## config.mk

```make
export PLATFORM = sky130hd
export DESIGN_NAME = csb_status
export DESIGN_NICKNAME = d
export VERILOG_FILES = /design/src/hdl/csb_status.v
export VERILOG_INCLUDE_DIRS = /design/src /design/src/hdl
export SDC_FILE = /design/constraint.sdc
export NUM_CORES = 1
export LEC_CHECK = 0
export BUFFER_PORTS_ARGS = -buffer_cell sky130_fd_sc_hd__buf_4
export CAP_MARGIN = 20
export CORE_MARGIN = 1.5
export CORE_UTILIZATION = 40
export CTS_CLUSTER_DIAMETER = 60
export DETAILED_ROUTE_END_ITERATION = 10
export PLACE_DENSITY = 0.59
export SYNTH_ARGS = -nofsm -noshare
export SYNTH_HDL_FRONTEND = slang
export SYNTH_SLANG_ARGS = --single-unit
```

## constraint.sdc

```tcl
create_clock -name clk_in -period 6.85 [get_ports clk_in]
set_input_delay 0.3425 -clock clk_in [delete_from_list [all_inputs] [get_ports clk_in]]
set_output_delay 0.3425 -clock clk_in [all_outputs]
set_load 0.01 [all_outputs]
```

## src/hdl/csb_map.vh

```
`ifndef CSB_MAP_VH
`define CSB_MAP_VH
// Behaviour
// - Show status while tagged, clear on acceptance.
// - Dual switch: status goes to starting channel.
// - Modifier with busy means controller busy.
// - Controller-free flag after busy-modifier or late checks.
// - Pending free flag refuses; other side short-busy.
// - Busy or free flag ends command chaining.
// - Busy only at initial selection.
// - Own drive status: busy unless Test I/O.
// - Busy while other interface attached or resetting.
// - Diagnostics running answer selections with short-busy.
// - Channel end once per operation.
// - Device end once per operation.
// - Shared drive ready: device end both channels.
// - Device end on completions and tape markers.
// - Device end after ready or busy attempt.
// - Device end on ready drop, except motion commands.
// - Event unit check only during operation activity; refusal and not-ready checks need none.
// - Unit check from sense bits, unload, start marker.
// - Repeated Test I/O on not-ready drive checks.
// - Retry mark with unit check; refusal checks.
// - Unit exception on file marker or end warning.
// - Sense command returns sense bytes, set reads 1.
// - Retry requested on dedicated mark line.

// Register byte offsets, sense window word base and word count.
`define CSB_REG_CTRL 8'h00
`define CSB_REG_STAT 8'h04
`define CSB_REG_SENSE 8'h40
`define CSB_SENSE_WBASE 6'h10
`define CSB_SENSE_CNT 6'd22
// Control register fields and reset value.
`define CSB_CTRL_DUAL 0
`define CSB_CTRL_BUFFERED 1
`define CSB_CTRL_ARMED 2
`define CSB_CTRL_DIAG 3
`define CSB_CTRL_RESET 4'h0
// Status byte bit masks, bit 0 is the most significant.
`define CSB_ST_MOD 8'h40
`define CSB_ST_FREE 8'h20
`define CSB_ST_BUSY 8'h10
`define CSB_ST_CE 8'h08
`define CSB_ST_DE 8'h04
`define CSB_ST_UC 8'h02
`define CSB_ST_UE 8'h01
`define CSB_ST_LEGAL 8'h7f
// Commands decoded at selection.
`define CSB_CMD_TIO 8'h00
`define CSB_CMD_NOP 8'h03
// Operation kinds from command execution.
`define CSB_KIND_READ 2'd0
`define CSB_KIND_WRITE 2'd1
`define CSB_KIND_CTRL 2'd2
`define CSB_KIND_MOTION 2'd3
`endif

```

## src/hdl/csb_status.v

```verilog
`timescale 1ns/1ns
`include "csb_map.vh"
module csb_status (
	input wire clk_in,
	input wire arst_n_in,
	input wire [7:0] avs_address_in,
	input wire avs_read_in,
	input wire avs_write_in,
	input wire [31:0] avs_writedata_in,
	output reg [31:0] avs_readdata_out,
	output reg avs_waitrequest_out,
	input wire [1:0] chn_select_in,
	input wire [7:0] chn_drive_in,
	input wire [15:0] chn_cmd_in,
	input wire [1:0] chn_accept_in,
	input wire [1:0] chn_chain_in,
	input wire [1:0] chn_reset_in,
	output wire [15:0] chn_bus_out,
	output wire [1:0] chn_parity_out,
	output wire [1:0] chn_status_tag_out,
	output wire [1:0] chn_mark0_out,
	output wire [1:0] chn_short_busy_out,
	input wire op_start_in,
	input wire op_chan_in,
	input wire [3:0] op_drive_in,
	input wire [1:0] op_kind_in,
	input wire ctl_busy_in,
	input wire [15:0] drv_busy_in,
	input wire [15:0] drv_ready_in,
	input wire [15:0] drv_shared_in,
	input wire ev_data_done_in,
	input wire ev_ctl_accept_in,
	input wire ev_ctl_done_in,
	input wire ev_unload_done_in,
	input wire ev_marker_in,
	input wire ev_backward_start_in,
	input wire ev_file_marker_in,
	input wire ev_end_warning_in,
	input wire ev_retry_in,
	input wire [4:0] sns_index_in,
	output reg [7:0] sns_byte_out
);
	localparam P_IDLE = 3'b001;
	localparam P_SHOW = 3'b010;
	localparam P_DROP = 3'b100;
	integer i;
	reg [3:0] ctrl;
	reg [7:0] sns_mem [0:21];
	// Channel pins pass two flops; the third stage only serves edge detection.
	reg [1:0] sel_s1, sel_s2, sel_s3;
	reg [1:0] acc_s1, acc_s2, acc_s3;
	reg [1:0] chn_s1, chn_s2, rst_s1, rst_s2;
	reg [7:0] drv_s1, drv_s2;
	reg [15:0] cmd_s1, cmd_s2;
	reg op_act, op_ch, ce_done, de_done, ce_acc, ctl_q, sns_err_q;
	reg [3:0] op_drv;
	reg [1:0] op_kind;
	reg [15:0] rdy_q, bsy_q, rdy_new, busy_att, att_ch, nr_clr;
	wire [15:0] pend_w;
	wire [1:0] cue_pend, ce_taken, attach;
	wire [31:0] m_att, m_ok, m_nrc, m_nrs;
	wire dual = ctrl[`CSB_CTRL_DUAL];
	wire armed = ctrl[`CSB_CTRL_ARMED];
	wire diag = ctrl[`CSB_CTRL_DIAG];
	wire ctl_fall = ctl_q & ~ctl_busy_in;
	wire [15:0] rdy_rise = drv_ready_in & ~rdy_q;
	wire [15:0] bsy_fall = bsy_q & ~drv_busy_in;
	wire sns_err = (|sns_mem[0]) | sns_mem[1][7] | sns_mem[1][0] | sns_mem[5][4];
	wire drop = op_act & rdy_q[op_drv] & ~drv_ready_in[op_drv];
	wire ev_ce = op_act & ~ce_done & (ev_data_done_in | ev_ctl_accept_in);
	wire ev_de = op_act & ~de_done & (ev_data_done_in | ev_ctl_done_in | ev_unload_done_in
		| ev_marker_in | (drop & (op_kind != `CSB_KIND_MOTION)));
	// Event unit check is only raised while an operation is in progress.
	wire ev_uc = op_act & ((sns_err & ~sns_err_q) | ev_unload_done_in
		| ev_backward_start_in | ev_retry_in);
	wire ev_ue = op_act & ((ev_file_marker_in & (op_kind != `CSB_KIND_WRITE))
		| (ev_end_warning_in & (op_kind == `CSB_KIND_WRITE)));
	wire late_free = (ev_uc | ev_ue) & ce_acc & ctl_busy_in;
	wire [7:0] evt = {2'b00, late_free, 1'b0, ev_ce, ev_de, ev_uc, ev_ue};
	wire shared_de = |(rdy_rise & drv_shared_in);
	wire plain_de = |(rdy_rise & ~drv_shared_in) & armed;
	wire [5:0] s_word = avs_address_in[7:2] - `CSB_SENSE_WBASE;
	wire s_hit = (avs_address_in[7:2] >= `CSB_SENSE_WBASE) & (s_word < `CSB_SENSE_CNT)
		& (avs_address_in[1:0] == 2'b00);

	always @(posedge clk_in or negedge arst_n_in) begin
		if (!arst_n_in) begin
			sel_s1 <= 2'h0;
			sel_s2 <= 2'h0;
			sel_s3 <= 2'h0;
			acc_s1 <= 2'h0;
			acc_s2 <= 2'h0;
			acc_s3 <= 2'h0;
			chn_s1 <= 2'h0;
			chn_s2 <= 2'h0;
			rst_s1 <= 2'h0;
			rst_s2 <= 2'h0;
			drv_s1 <= 8'h00;
			drv_s2 <= 8'h00;
			cmd_s1 <= 16'h0000;
			cmd_s2 <= 16'h0000;
		end else begin
			sel_s1 <= chn_select_in;
			sel_s2 <= sel_s1;
			sel_s3 <= sel_s2;
			acc_s1 <= chn_accept_in;
			acc_s2 <= acc_s1;
			acc_s3 <= acc_s2;
			chn_s1 <= chn_chain_in;
			chn_s2 <= chn_s1;
			rst_s1 <= chn_reset_in;
			rst_s2 <= rst_s1;
			drv_s1 <= chn_drive_in;
			drv_s2 <= drv_s1;
			cmd_s1 <= chn_cmd_in;
			cmd_s2 <= cmd_s1;
		end
	end

	// Operation tracking for the once-only end conditions.
	always @(posedge clk_in or negedge arst_n_in) begin
		if (!arst_n_in) begin
			op_act <= 1'b0;
			op_ch <= 1'b0;
			op_drv <= 4'h0;
			op_kind <= 2'h0;
			ce_done <= 1'b0;
			de_done <= 1'b0;
			ce_acc <= 1'b0;
			ctl_q <= 1'b0;
			sns_err_q <= 1'b0;
		end else begin
			ctl_q <= ctl_busy_in;
			sns_err_q <= sns_err;
			if (op_start_in) begin
				op_act <= 1'b1;
				op_ch <= op_chan_in;
				op_drv <= op_drive_in;
				op_kind <= op_kind_in;
				ce_done <= 1'b0;
				de_done <= 1'b0;
				ce_acc <= 1'b0;
			end else begin
				if (ev_ce)
					ce_done <= 1'b1;
				if (ev_de) begin
					de_done <= 1'b1;
					op_act <= 1'b0;
				end
				if (|ce_taken)
					ce_acc <= 1'b1;
			end
		end
	end

	// Per-drive memory of ready edges, busy attempts and cleared not-ready.
	always @(posedge clk_in or negedge arst_n_in) begin
		if (!arst_n_in) begin
			rdy_q <= 16'h0000;
			bsy_q <= 16'h0000;
			rdy_new <= 16'h0000;
			busy_att <= 16'h0000;
			att_ch <= 16'h0000;
			nr_clr <= 16'h0000;
		end else begin
			rdy_q <= drv_ready_in;
			bsy_q <= drv_busy_in;
			rdy_new <= (rdy_new & ~(m_ok[15:0] | m_ok[31:16])) | rdy_rise;
			busy_att <= (busy_att & ~bsy_fall) | m_att[15:0] | m_att[31:16];
			att_ch <= (att_ch & ~m_att[15:0]) | m_att[31:16];
			nr_clr <= (nr_clr & ~(m_nrc[15:0] | m_nrc[31:16] | rdy_rise))
				| m_nrs[15:0] | m_nrs[31:16];
		end
	end

	genvar g;
	generate
		for (g = 0; g < 2; g = g + 1) begin : chan
			localparam O = 1 - g;
			reg [2:0] st;
			reg [7:0] pend, pres;
			reg [3:0] pend_drv;
			reg from_pend, retry_pend, show_retry, cue_owe, tag, mark, sbusy;
			reg [7:0] bus;
			reg par;
			reg [7:0] resp;
			reg resp_v;
			wire sp = sel_s2[g] & ~sel_s3[g];
			wire ap = acc_s2[g] & ~acc_s3[g];
			wire [3:0] d = drv_s2[4*g+3:4*g];
			wire [7:0] cm = cmd_s2[8*g+7:8*g];
			wire tio = cm == `CSB_CMD_TIO;
			wire nop = cm == `CSB_CMD_NOP;
			wire idle = st == P_IDLE;
			wire mine = (pend != 8'h00) & (pend_drv == d);
			wire sb = diag | (dual & cue_pend[O]);
			wire bm = ctl_busy_in | (dual & (attach[O] | rst_s2[O])) | cue_pend[g]
				| ((pend != 8'h00) & ~mine);
			wire bd = drv_busy_in[d];
			wire nr = (tio | nop) & ~drv_ready_in[d] & (pend == 8'h00);
			wire go = sp & idle & ~sb;
			wire f_bm = go & bm;
			wire f_mine = go & ~bm & mine;
			wire f_bd = go & ~bm & ~mine & bd;
			wire f_nr = go & ~bm & ~mine & ~bd & nr;
			wire f_ok = go & ~bm & ~mine & ~bd & ~nr;
			wire own = op_ch == g;
			wire att_de = |(bsy_fall & busy_att & (g == 1 ? att_ch : ~att_ch));
			wire [7:0] st_de = (shared_de | att_de | (plain_de & (g == 0)))
				? `CSB_ST_DE : 8'h00;
			wire [7:0] st_free = ((cue_owe & ctl_fall) ? `CSB_ST_FREE : 8'h00);
			wire refused = st[1] & ap & show_retry & ~chn_s2[g] & ctrl[`CSB_CTRL_BUFFERED];
			wire [7:0] add = ((own & ~op_start_in) ? evt : 8'h00) | st_de | st_free
				| (refused ? `CSB_ST_UC : 8'h00);
			wire [7:0] clr = (st[1] & ap & from_pend) ? pres : 8'h00;
			wire [7:0] shown = (pres[4] ? pres : (pres & ~`CSB_ST_MOD)) & `CSB_ST_LEGAL;
			assign pend_w[8*g+7:8*g] = pend;
			assign cue_pend[g] = pend[5];
			assign attach[g] = op_act & own;
			assign ce_taken[g] = st[1] & ap & pres[3] & own;
			assign m_att[16*g+15:16*g] = f_bd ? (16'h0001 << d) : 16'h0000;
			assign m_ok[16*g+15:16*g] = f_ok ? (16'h0001 << d) : 16'h0000;
			assign m_nrc[16*g+15:16*g] = (f_nr & nr_clr[d]) ? (16'h0001 << d) : 16'h0000;
			assign m_nrs[16*g+15:16*g] = (f_nr & ~nr_clr[d]) ? (16'h0001 << d) : 16'h0000;
			assign chn_bus_out[8*g+7:8*g] = bus;
			assign chn_parity_out[g] = par;
			assign chn_status_tag_out[g] = tag;
			assign chn_mark0_out[g] = mark;
			assign chn_short_busy_out[g] = sbusy;

			// Initial selection answer; busy only appears here.
			always @* begin
				resp = 8'h00;
				resp_v = 1'b0;
				if (f_bm) begin
					resp = `CSB_ST_BUSY | `CSB_ST_MOD;
					resp_v = 1'b1;
				end else if (f_mine) begin
					resp = tio ? pend : (pend | `CSB_ST_BUSY);
					resp_v = 1'b1;
				end else if (f_bd) begin
					resp = `CSB_ST_BUSY;
					resp_v = 1'b1;
				end else if (f_nr) begin
					resp = nr_clr[d] ? `CSB_ST_UC : 8'h00;
					resp_v = nr_clr[d];
				end else if (f_ok & rdy_new[d] & ~armed) begin
					resp = `CSB_ST_DE;
					resp_v = 1'b1;
				end
			end

			always @(posedge clk_in or negedge arst_n_in) begin
				if (!arst_n_in) begin
					st <= P_IDLE;
					pend <= 8'h00;
					pend_drv <= 4'h0;
					pres <= 8'h00;
					from_pend <= 1'b0;
					retry_pend <= 1'b0;
					show_retry <= 1'b0;
					cue_owe <= 1'b0;
					tag <= 1'b0;
					mark <= 1'b0;
					sbusy <= 1'b0;
					bus <= 8'h00;
					par <= 1'b1;
				end else begin
					// New events win over the clear of presented bits.
					pend <= (pend & ~clr) | add;
					if (own & (evt != 8'h00))
						pend_drv <= op_drv;
					retry_pend <= (retry_pend & ~(st[1] & ap & show_retry))
						| (own & ev_retry_in & op_act);
					cue_owe <= (cue_owe & ~ctl_fall) | f_bm;
					sbusy <= sp & idle & sb;
					case (st)
						P_IDLE: begin
							if (resp_v) begin
								pres <= resp;
								from_pend <= f_mine;
								show_retry <= 1'b0;
								st <= P_SHOW;
							end else if (!sp && pend != 8'h00) begin
								pres <= pend;
								from_pend <= 1'b1;
								show_retry <= retry_pend;
								st <= P_SHOW;
							end
						end
						P_SHOW: begin
							if (ap)
								st <= P_DROP;
						end
						P_DROP: begin
							if (!acc_s2[g])
								st <= P_IDLE;
						end
						default: st <= P_IDLE;
					endcase
					tag <= st[1] & ~ap;
					mark <= st[1] & ~ap & show_retry;
					// The byte leaves the bus in the same cycle as the tag.
					bus <= (st[1] & ~ap) ? shown : 8'h00;
					par <= ~^((st[1] & ~ap) ? shown : 8'h00);
				end
			end
		end
	endgenerate

	// Register slave: one wait state, read data at the first edge, write at the second.
	always @(posedge clk_in or negedge arst_n_in) begin
		if (!arst_n_in) begin
			ctrl <= `CSB_CTRL_RESET;
			avs_waitrequest_out <= 1'b1;
			avs_readdata_out <= 32'h00000000;
			sns_byte_out <= 8'h00;
			for (i = 0; i < 22; i = i + 1)
				sns_mem[i] <= 8'h00;
		end else begin
			sns_byte_out <= (sns_index_in < 5'd22) ? sns_mem[sns_index_in] : 8'h00;
			if (!avs_waitrequest_out) begin
				avs_waitrequest_out <= 1'b1;
				if (avs_write_in) begin
					if (avs_address_in == `CSB_REG_CTRL)
						ctrl <= avs_writedata_in[3:0];
					else if (s_hit)
						sns_mem[s_word[4:0]] <= avs_writedata_in[7:0];
				end
			end else if (avs_read_in || avs_write_in) begin
				avs_waitrequest_out <= 1'b0;
				if (avs_address_in == `CSB_REG_CTRL)
					avs_readdata_out <= {28'h0000000, ctrl};
				else if (avs_address_in == `CSB_REG_STAT)
					avs_readdata_out <= {12'h000, op_ch, op_act, ctl_busy_in, ce_acc, pend_w};
				else if (s_hit)
					avs_readdata_out <= {24'h000000, sns_mem[s_word[4:0]]};
				else
					avs_readdata_out <= 32'h00000000;
			end
		end
	end
endmodule // csb_status

```

# ---- Word level (Yosys, flattened, before mapping)
# Index checks and enable logic that the tools add are counted.
dict set report word_totals {
  latchBits 0
  register_bits 474
  romBits 0
  wordCells 466
  ramBits 0
  output_inout_bits 65
  inputBits 147
  memories 0
}
dict set report classes {
  multipliers 0
  magnitude_cmp 9
  n_addsub 1
  shifts 2
  bitwise_logic 207
  muxes 111
  n_div 0
  n_eq_ne 20
  reduce_logical 35
}
# operator n
set ops {}
lappend ops {{bitwise AND 16 bit} 11}
lappend ops {{bitwise mux 176 bit} 1}
lappend ops {{bitwise OR 16 bit} 9}
lappend ops {{2-to-1 mux 8 bit} 17}
lappend ops {{2-to-1 mux 16 bit} 8}
lappend ops {{inverter 16 bit} 8}
lappend ops {{bitwise AND 1 bit} 98}
lappend ops {{binary-select mux 8 bit (select 5 bit)} 2}
lappend ops {{OR reduction 16 bit} 4}
lappend ops {{2-to-1 mux 3 bit} 14}
lappend ops {{binary-select mux 1 bit (select 4 bit)} 10}
lappend ops {{demux 8 bit (select 5 bit)} 1}
lappend ops {{logical NOT 8 bit} 5}
lappend ops {{2-to-1 mux 20 bit} 2}
lappend ops {{2-to-1 mux 1 bit} 38}
lappend ops {{inverter 1 bit} 35}
lappend ops {{bitwise OR 1 bit} 32}
lappend ops {{left shift 1 x 4 -> 16 bit, first input constant} 2}
lappend ops {{2-to-1 mux 7 bit} 4}
lappend ops {{2-to-1 mux 6 bit} 4}
lappend ops {{nonzero test 8 bit} 3}
lappend ops {{2-to-1 mux 5 bit} 4}
lappend ops {{one-hot mux 3 bit (3 select lines)} 2}
lappend ops {{bitwise AND 8 bit} 2}
lappend ops {{35 further kinds} 69}

# ---- Depth between registers and ports, before layout
dict set report logic_depth {
  depth_word 21
  depth_mapped 11
  mapped_depth_nobuf 8
}

# ---- Least setup slack after synthesis
# No wires, ideal clock.
dict set report synth_path {
  path_type {reg2reg}
  startpoint {register drv_s2[0]}
  endpoint {register chan[0].pres[1]}
  stages_incl_launch_ff 11
  path_buffers 3
  slack_ns 3.879
  t_arrival_ns 2.846
  required_time_ns 6.725
  period_less_slack_ns 2.971
  setup_ns 0.125
  cell_sequence {dfrtp_1 clkbuf_1 clkbuf_1 mux4_2 mux2i_1 o2bb2ai_1 o21a_1 o31a_1 or2_1 buf_6 mux2_4}
}
dict set report synth_via {
  elab_chain_len 19
  elab_cells_between_ends 42
  classes_between {eq/ne (1); mux (19); bitwise (20); reduce/logical (2)}
}
# element line
set synth_lines {}
lappend synth_lines {{from (decl)} csb_status.v:53} ;# reg [7:0] drv_s1, drv_s2;
lappend synth_lines {{from (signal assigned)} csb_status.v:114} ;# drv_s2 <= drv_s1;
lappend synth_lines {{equality test 4 bit} csb_status.v:195} ;# wire mine = (pend != 8'h00) & (pend_drv == d);
lappend synth_lines {{bitwise AND 1 bit} csb_status.v:195}
lappend synth_lines {{inverter 1 bit} n/a}
lappend synth_lines {{bitwise AND 1 bit} csb_status.v:198} ;# | ((pend != 8'h00) & ~mine);
lappend synth_lines {{bitwise OR 1 bit} csb_status.v:198}
lappend synth_lines {{inverter 1 bit} n/a}
lappend synth_lines {{bitwise AND 1 bit} n/a}
lappend synth_lines {{bitwise AND 1 bit} {csb_status.v:204, csb_status.v:205, csb_status.v:206}}
lappend synth_lines {{[2 not listed]} n/a}
lappend synth_lines {{bitwise AND 1 bit (2 in series)} csb_status.v:247} ;# end else if (f_ok & rdy_new[d] & ~armed) begin
lappend synth_lines {{2-to-1 mux 1 bit} csb_status.v:247}
lappend synth_lines {{2-to-1 mux 1 bit} csb_status.v:244} ;# end else if (f_nr) begin
lappend synth_lines {{2-to-1 mux 1 bit} csb_status.v:241} ;# end else if (f_bd) begin
lappend synth_lines {{2-to-1 mux 1 bit} csb_status.v:238} ;# end else if (f_mine) begin
lappend synth_lines {{2-to-1 mux 1 bit} csb_status.v:235} ;# if (f_bm) begin
lappend synth_lines {{nonzero test 2 bit (no source line)} n/a}
lappend synth_lines {{AND reduction 2 bit (no source line)} n/a}
lappend synth_lines {{to (signal assigned)} csb_status.v:280} ;# pres <= resp;
lappend synth_lines {{to (signal assigned)} csb_status.v:285} ;# pres <= pend;
lappend synth_lines {{to (decl)} csb_status.v:181} ;# reg [7:0] pend, pres;
# Parallel ways exist; a longest one is shown, timed or not. The select of a mux whose other input is x is not followed.
# A chain may end at the register's enable or synchronous reset.

# ---- Final worst setup path
dict set report layout_path {
  startpoint {register drv_s2[4]}
  endpoint {register nr_clr[13]}
}
dict set report layout_via {
  elab_chain_len 18
  elab_cells_between_ends 32
  classes_between {eq/ne (1); shift (1); mux (8); bitwise (22)}
}
# element line
set layout_lines {}
lappend layout_lines {{equality test 4 bit} csb_status.v:195}
lappend layout_lines {{bitwise AND 1 bit} csb_status.v:195}
lappend layout_lines {{inverter 1 bit} {csb_status.v:198, csb_status.v:205}}
lappend layout_lines {{bitwise AND 1 bit} csb_status.v:198}
lappend layout_lines {{bitwise OR 1 bit} csb_status.v:198}
lappend layout_lines {{inverter 1 bit} csb_status.v:205} ;# wire f_nr = go & ~bm & ~mine & ~bd & nr;
lappend layout_lines {{bitwise AND 1 bit (4 in series)} csb_status.v:205}
lappend layout_lines {{bitwise AND 1 bit} csb_status.v:223} ;# assign m_nrc[16*g+15:16*g] = (f_nr & nr_clr[d]) ? (16'h0001 << d) : 16'h0000;
lappend layout_lines {{2-to-1 mux 16 bit} csb_status.v:223}
lappend layout_lines {{bitwise OR 16 bit (2 in series)} csb_status.v:171} ;# nr_clr <= (nr_clr & ~(m_nrc[15:0] | m_nrc[31:16] | rdy_rise))
lappend layout_lines {{inverter 16 bit} csb_status.v:171}
lappend layout_lines {{bitwise AND 16 bit} csb_status.v:171}
lappend layout_lines {{bitwise OR 16 bit} csb_status.v:172} ;# | m_nrs[15:0] | m_nrs[31:16];
lappend layout_lines {{bitwise OR 16 bit (*)} csb_status.v:172}
lappend layout_lines {{to (signal assigned)} csb_status.v:171}
lappend layout_lines {{to (decl)} csb_status.v:58} ;# reg [15:0] rdy_q, bsy_q, rdy_new, busy_att, att_ch, nr_clr;
# Every way passes the cells marked *; elsewhere a longest branch is shown, timed or not. The select of a mux whose other input is x is not followed.

==> run metrics <==
Top Ports 212; PD cells 261 mW/mm²; cell family with most CP delay simple AND/OR/NAND/NOR gates; post-synth top area cell dfrtp_1; port buffer count 173; Setup-failing EPs final 0; post-DP HPWL 45,500 µm; H-tree lvl count 2; cells after synthesis 1,811; synthesized area 0.0225 mm²; Non-Filler Instances 2,807; Least-Margin Pin Slew 1180 ps; post-synthesis sequential area ratio 0.514; antenna-violating nets left 0; Num CTS Buffers 52; fin util 0.486; Post-synth ARST share 1.00; slowest CP cell nor4_4; area grow syn2layout 19.4%; number of synthesized flops with an enable pin 0; Placer Congestion 0.913; yosys synthesis warning count 0; drt wl/cell 24.0 µm; Rel. slew slack 0.210; Power Total 7.02 mW; Max Cap Violations 0; Clock Sink Count 462; CTS max path bufs 3; placed cells 2,637; n_diodes 0; unrepaired setup endpoints after global routing no; Post-Route Skew 32.3 ps; WP data arrival 5050 ps; slowest stage delay, CP 990 ps; Synth cell types 80; drt first pass iters 5; layout cell share with drive strength beyond 1 0.306; clock-pin slew on the worst setup and hold paths 60 ps; Fin. Hold Viols 0; largest net degree at the start of global routing 170; pins over their slew limit 0; crit path capture type flop; critical path class flop to flop; DIE WIDTH 240 µm; initial core utilization 0.407; fmax 221 MHz; Synth Register Bits 462; static leakage 12.0 nW; Buf/Inv on CP 0; GRT Total Usage 0.237; crit path launch type flop; number of global-route vias before repair 16,629; Worst Path Max Fanout 21; nets 2,168; worst IR drop on VDD 0.173 mV; Die Ht 240 µm; CP cell instances or2_1, o311ai_0, or4_1, nor4_4, and2_0, nand2_1, o211ai_1; global-route wire length before repair 103,000 µm; Std-Cell Rows 86; Routed WL 67,400 µm; Synth Area per Inst 12.4 µm²; top post-synthesis cells by area dfrtp_1, mux4_2, mux2_2; CORE AREA 0.0553 mm²; ys flop type dfrtp_1; post-synth top area share 0.508; WP data required 7370 ps; CTS tree built; Final period util 0.662; remaining routing DRC violations 0; vias 16,317; initial drt markers 1,484; GRT overflow 0; TNS Setup 0 ps; minimum clock period 4530 ps; HP Class primary input to flop; Skew-Pair Late Insertion Delay 620 ps; outcome completed; post-DR vias/cell 5.81; Root Buffer clkbuf_16; die area 0.0577 mm²; initial antenna violation count 1
-- cells in the mapped netlist (13+ instances only) --
master    count
mux4_2      117
buf_4        22
nand2b_1     44
and3_1       19
mux2i_1      32
a22oi_1      28
nand3_1      38
nand4b_1     14
nor3_1       26
mux2_2      213
o22ai_1      22
a21oi_1      43
o211ai_1     17
clkbuf_1     74
buf_1        19
xnor2_1      13
nor4_1       13
nand3b_1     14
nand2_1     140
inv_1        65
o21ai_0      74
and2_1       13
nor2b_1      27
a22o_1       28
nor2_1       66
nor3b_1      16
dfrtp_1     457
-- path summary, 6_finish.rpt --
| check | start | to | slack [ps] | depth (start not counted) |
|---|---|---|---|---|
| worst min-delay path | sns_index_in[4] | sns_byte_out[5]$_DFF_PN0_ | 30 | 2 |
| max in group asynchronous | arst_n_in | chan[0].tag$_DFF_PN0_ | 5100 | 3 |
| worst max register to register | drv_s2[4]$_DFF_PN0_ | nr_clr[13]$_DFF_PN0_ | 2320 | 7 |
| worst min register to register | cmd_s1[14]$_DFF_PN0_ | cmd_s2[14]$_DFF_PN0_ | 340 | 0 |
| min in group asynchronous | arst_n_in | bsy_q[10]$_DFF_PN0_ | 310 | 2 |
| worst max-delay path | drv_s2[4]$_DFF_PN0_ | nr_clr[13]$_DFF_PN0_ | 2320 | 7 |
-- flip-flops by register name (all words and copies together) (netlist names), 8 cells and up --
| register | cells |
|---|---|
| cmd_s2 | 16 |
| drv_s2 | 8 |
| nr_clr | 16 |
| rdy_new | 16 |
| chan.bus | 14 |
| sns_byte_out | 8 |
| chan.pres | 16 |
| att_ch | 16 |
| sns_mem | 176 |
| rdy_q | 16 |
| drv_s1 | 8 |
| cmd_s1 | 16 |
| busy_att | 16 |
| bsy_q | 16 |
| chan.pend | 16 |
| chan.pend_drv | 8 |
| avs_readdata_out | 20 |
-- through the flow --
stage          setup WS [ps]  hold WS, ps  instance area [µm²]
2_1_floorplan           3880         46.9                22600
3_3_place_gp            2500          333                24400
3_5_place_dp            2460          335                24400
4_1_cts                 2470         3.80                26900
5_1_grt                 2150         15.2                26900
6_report                2320         26.3                26900
-- cells in the final DEF (no fill, tap or decap), types with 8 or more instances in the layout --
cell,instances
nor2b_1,27
a221o_1,8
inv_1,65
a21oi_1,42
nor4_1,13
a22o_1,28
dlygate4sd3_1,73
nor2_1,66
xnor2_1,13
nand2_1,140
dfrtp_1,457
mux2_2,213
o21ai_0,74
mux4_2,117
a22oi_1,28
clkbuf_16,52
buf_4,187
o211ai_1,17
conb_1,14
nand3_1,38
and2_1,13
o22ai_1,22
clkbuf_1,13
clkbuf_8,13
and3_1,19
nor3_1,25
nand3b_1,14
nor3b_1,16
nand4b_1,14
mux2i_1,32
a31oi_1,10
nand2b_1,44
-- metal layers --
| metal | track usage | up-vias | routed length [µm] |
|---|---|---|---|
| li1 | - | 7116 | - |
| met1 | 0.316 | 8433 | 28000 |
| met2 | 0.380 | 629 | 32200 |
| met3 | 0.0486 | 139 | 4660 |
| met4 | 0.0915 | 0 | 2480 |
| met5 | 0 | - | 0 |
-- area by class of cell --
cell class	instances	area, µm²
Inverter	67	251
Fill cell	5004	28400
Multi-Input combinational cell	1169	10200
Clock inverter	17	215
Sequential cell	462	11600
Clock buffer	78	1530
Timing Repair Buffer	266	2210
Tap cell	748	936
-- kinds of logic (layout without fill, tap and decap cells) --
| group | after synthesis | count (layout) | share of synthesized area |
|---|---|---|---|
| AO/OA/AOI/OAI | 306 | 306 | 0.0931 |
| buffers and inverters | 193 | 428 | 0.0370 |
| multiplexers | 364 | 364 | 0.239 |
| XOR/XNOR | 20 | 20 | 0.00778 |
| other | 1 | 14 | 0.000167 |
| adder cells (fa/ha/maj) | 3 | 3 | 0.00167 |
| flip-flops | 462 | 462 | 0.514 |
| AND/OR/NAND/NOR | 462 | 462 | 0.107 |
-- power by group --
group | internal, mW | switching (mW) | total, mW
Sequential | 2.95 | 0.205 | 3.16
Clock | 1.66 | 1.17 | 2.83
Combinational | 0.476 | 0.550 | 1.03
Total | 5.09 | 1.93 | 7.02
-- what timing repair did --
item,4_1_cts,5_1_grt
buffers inserted,0,0
gates resized for setup,0,0
hold buffers,73,0
endpoints found under the hold margin,156,0
Note: power is estimated with default switching activity, not from simulation.
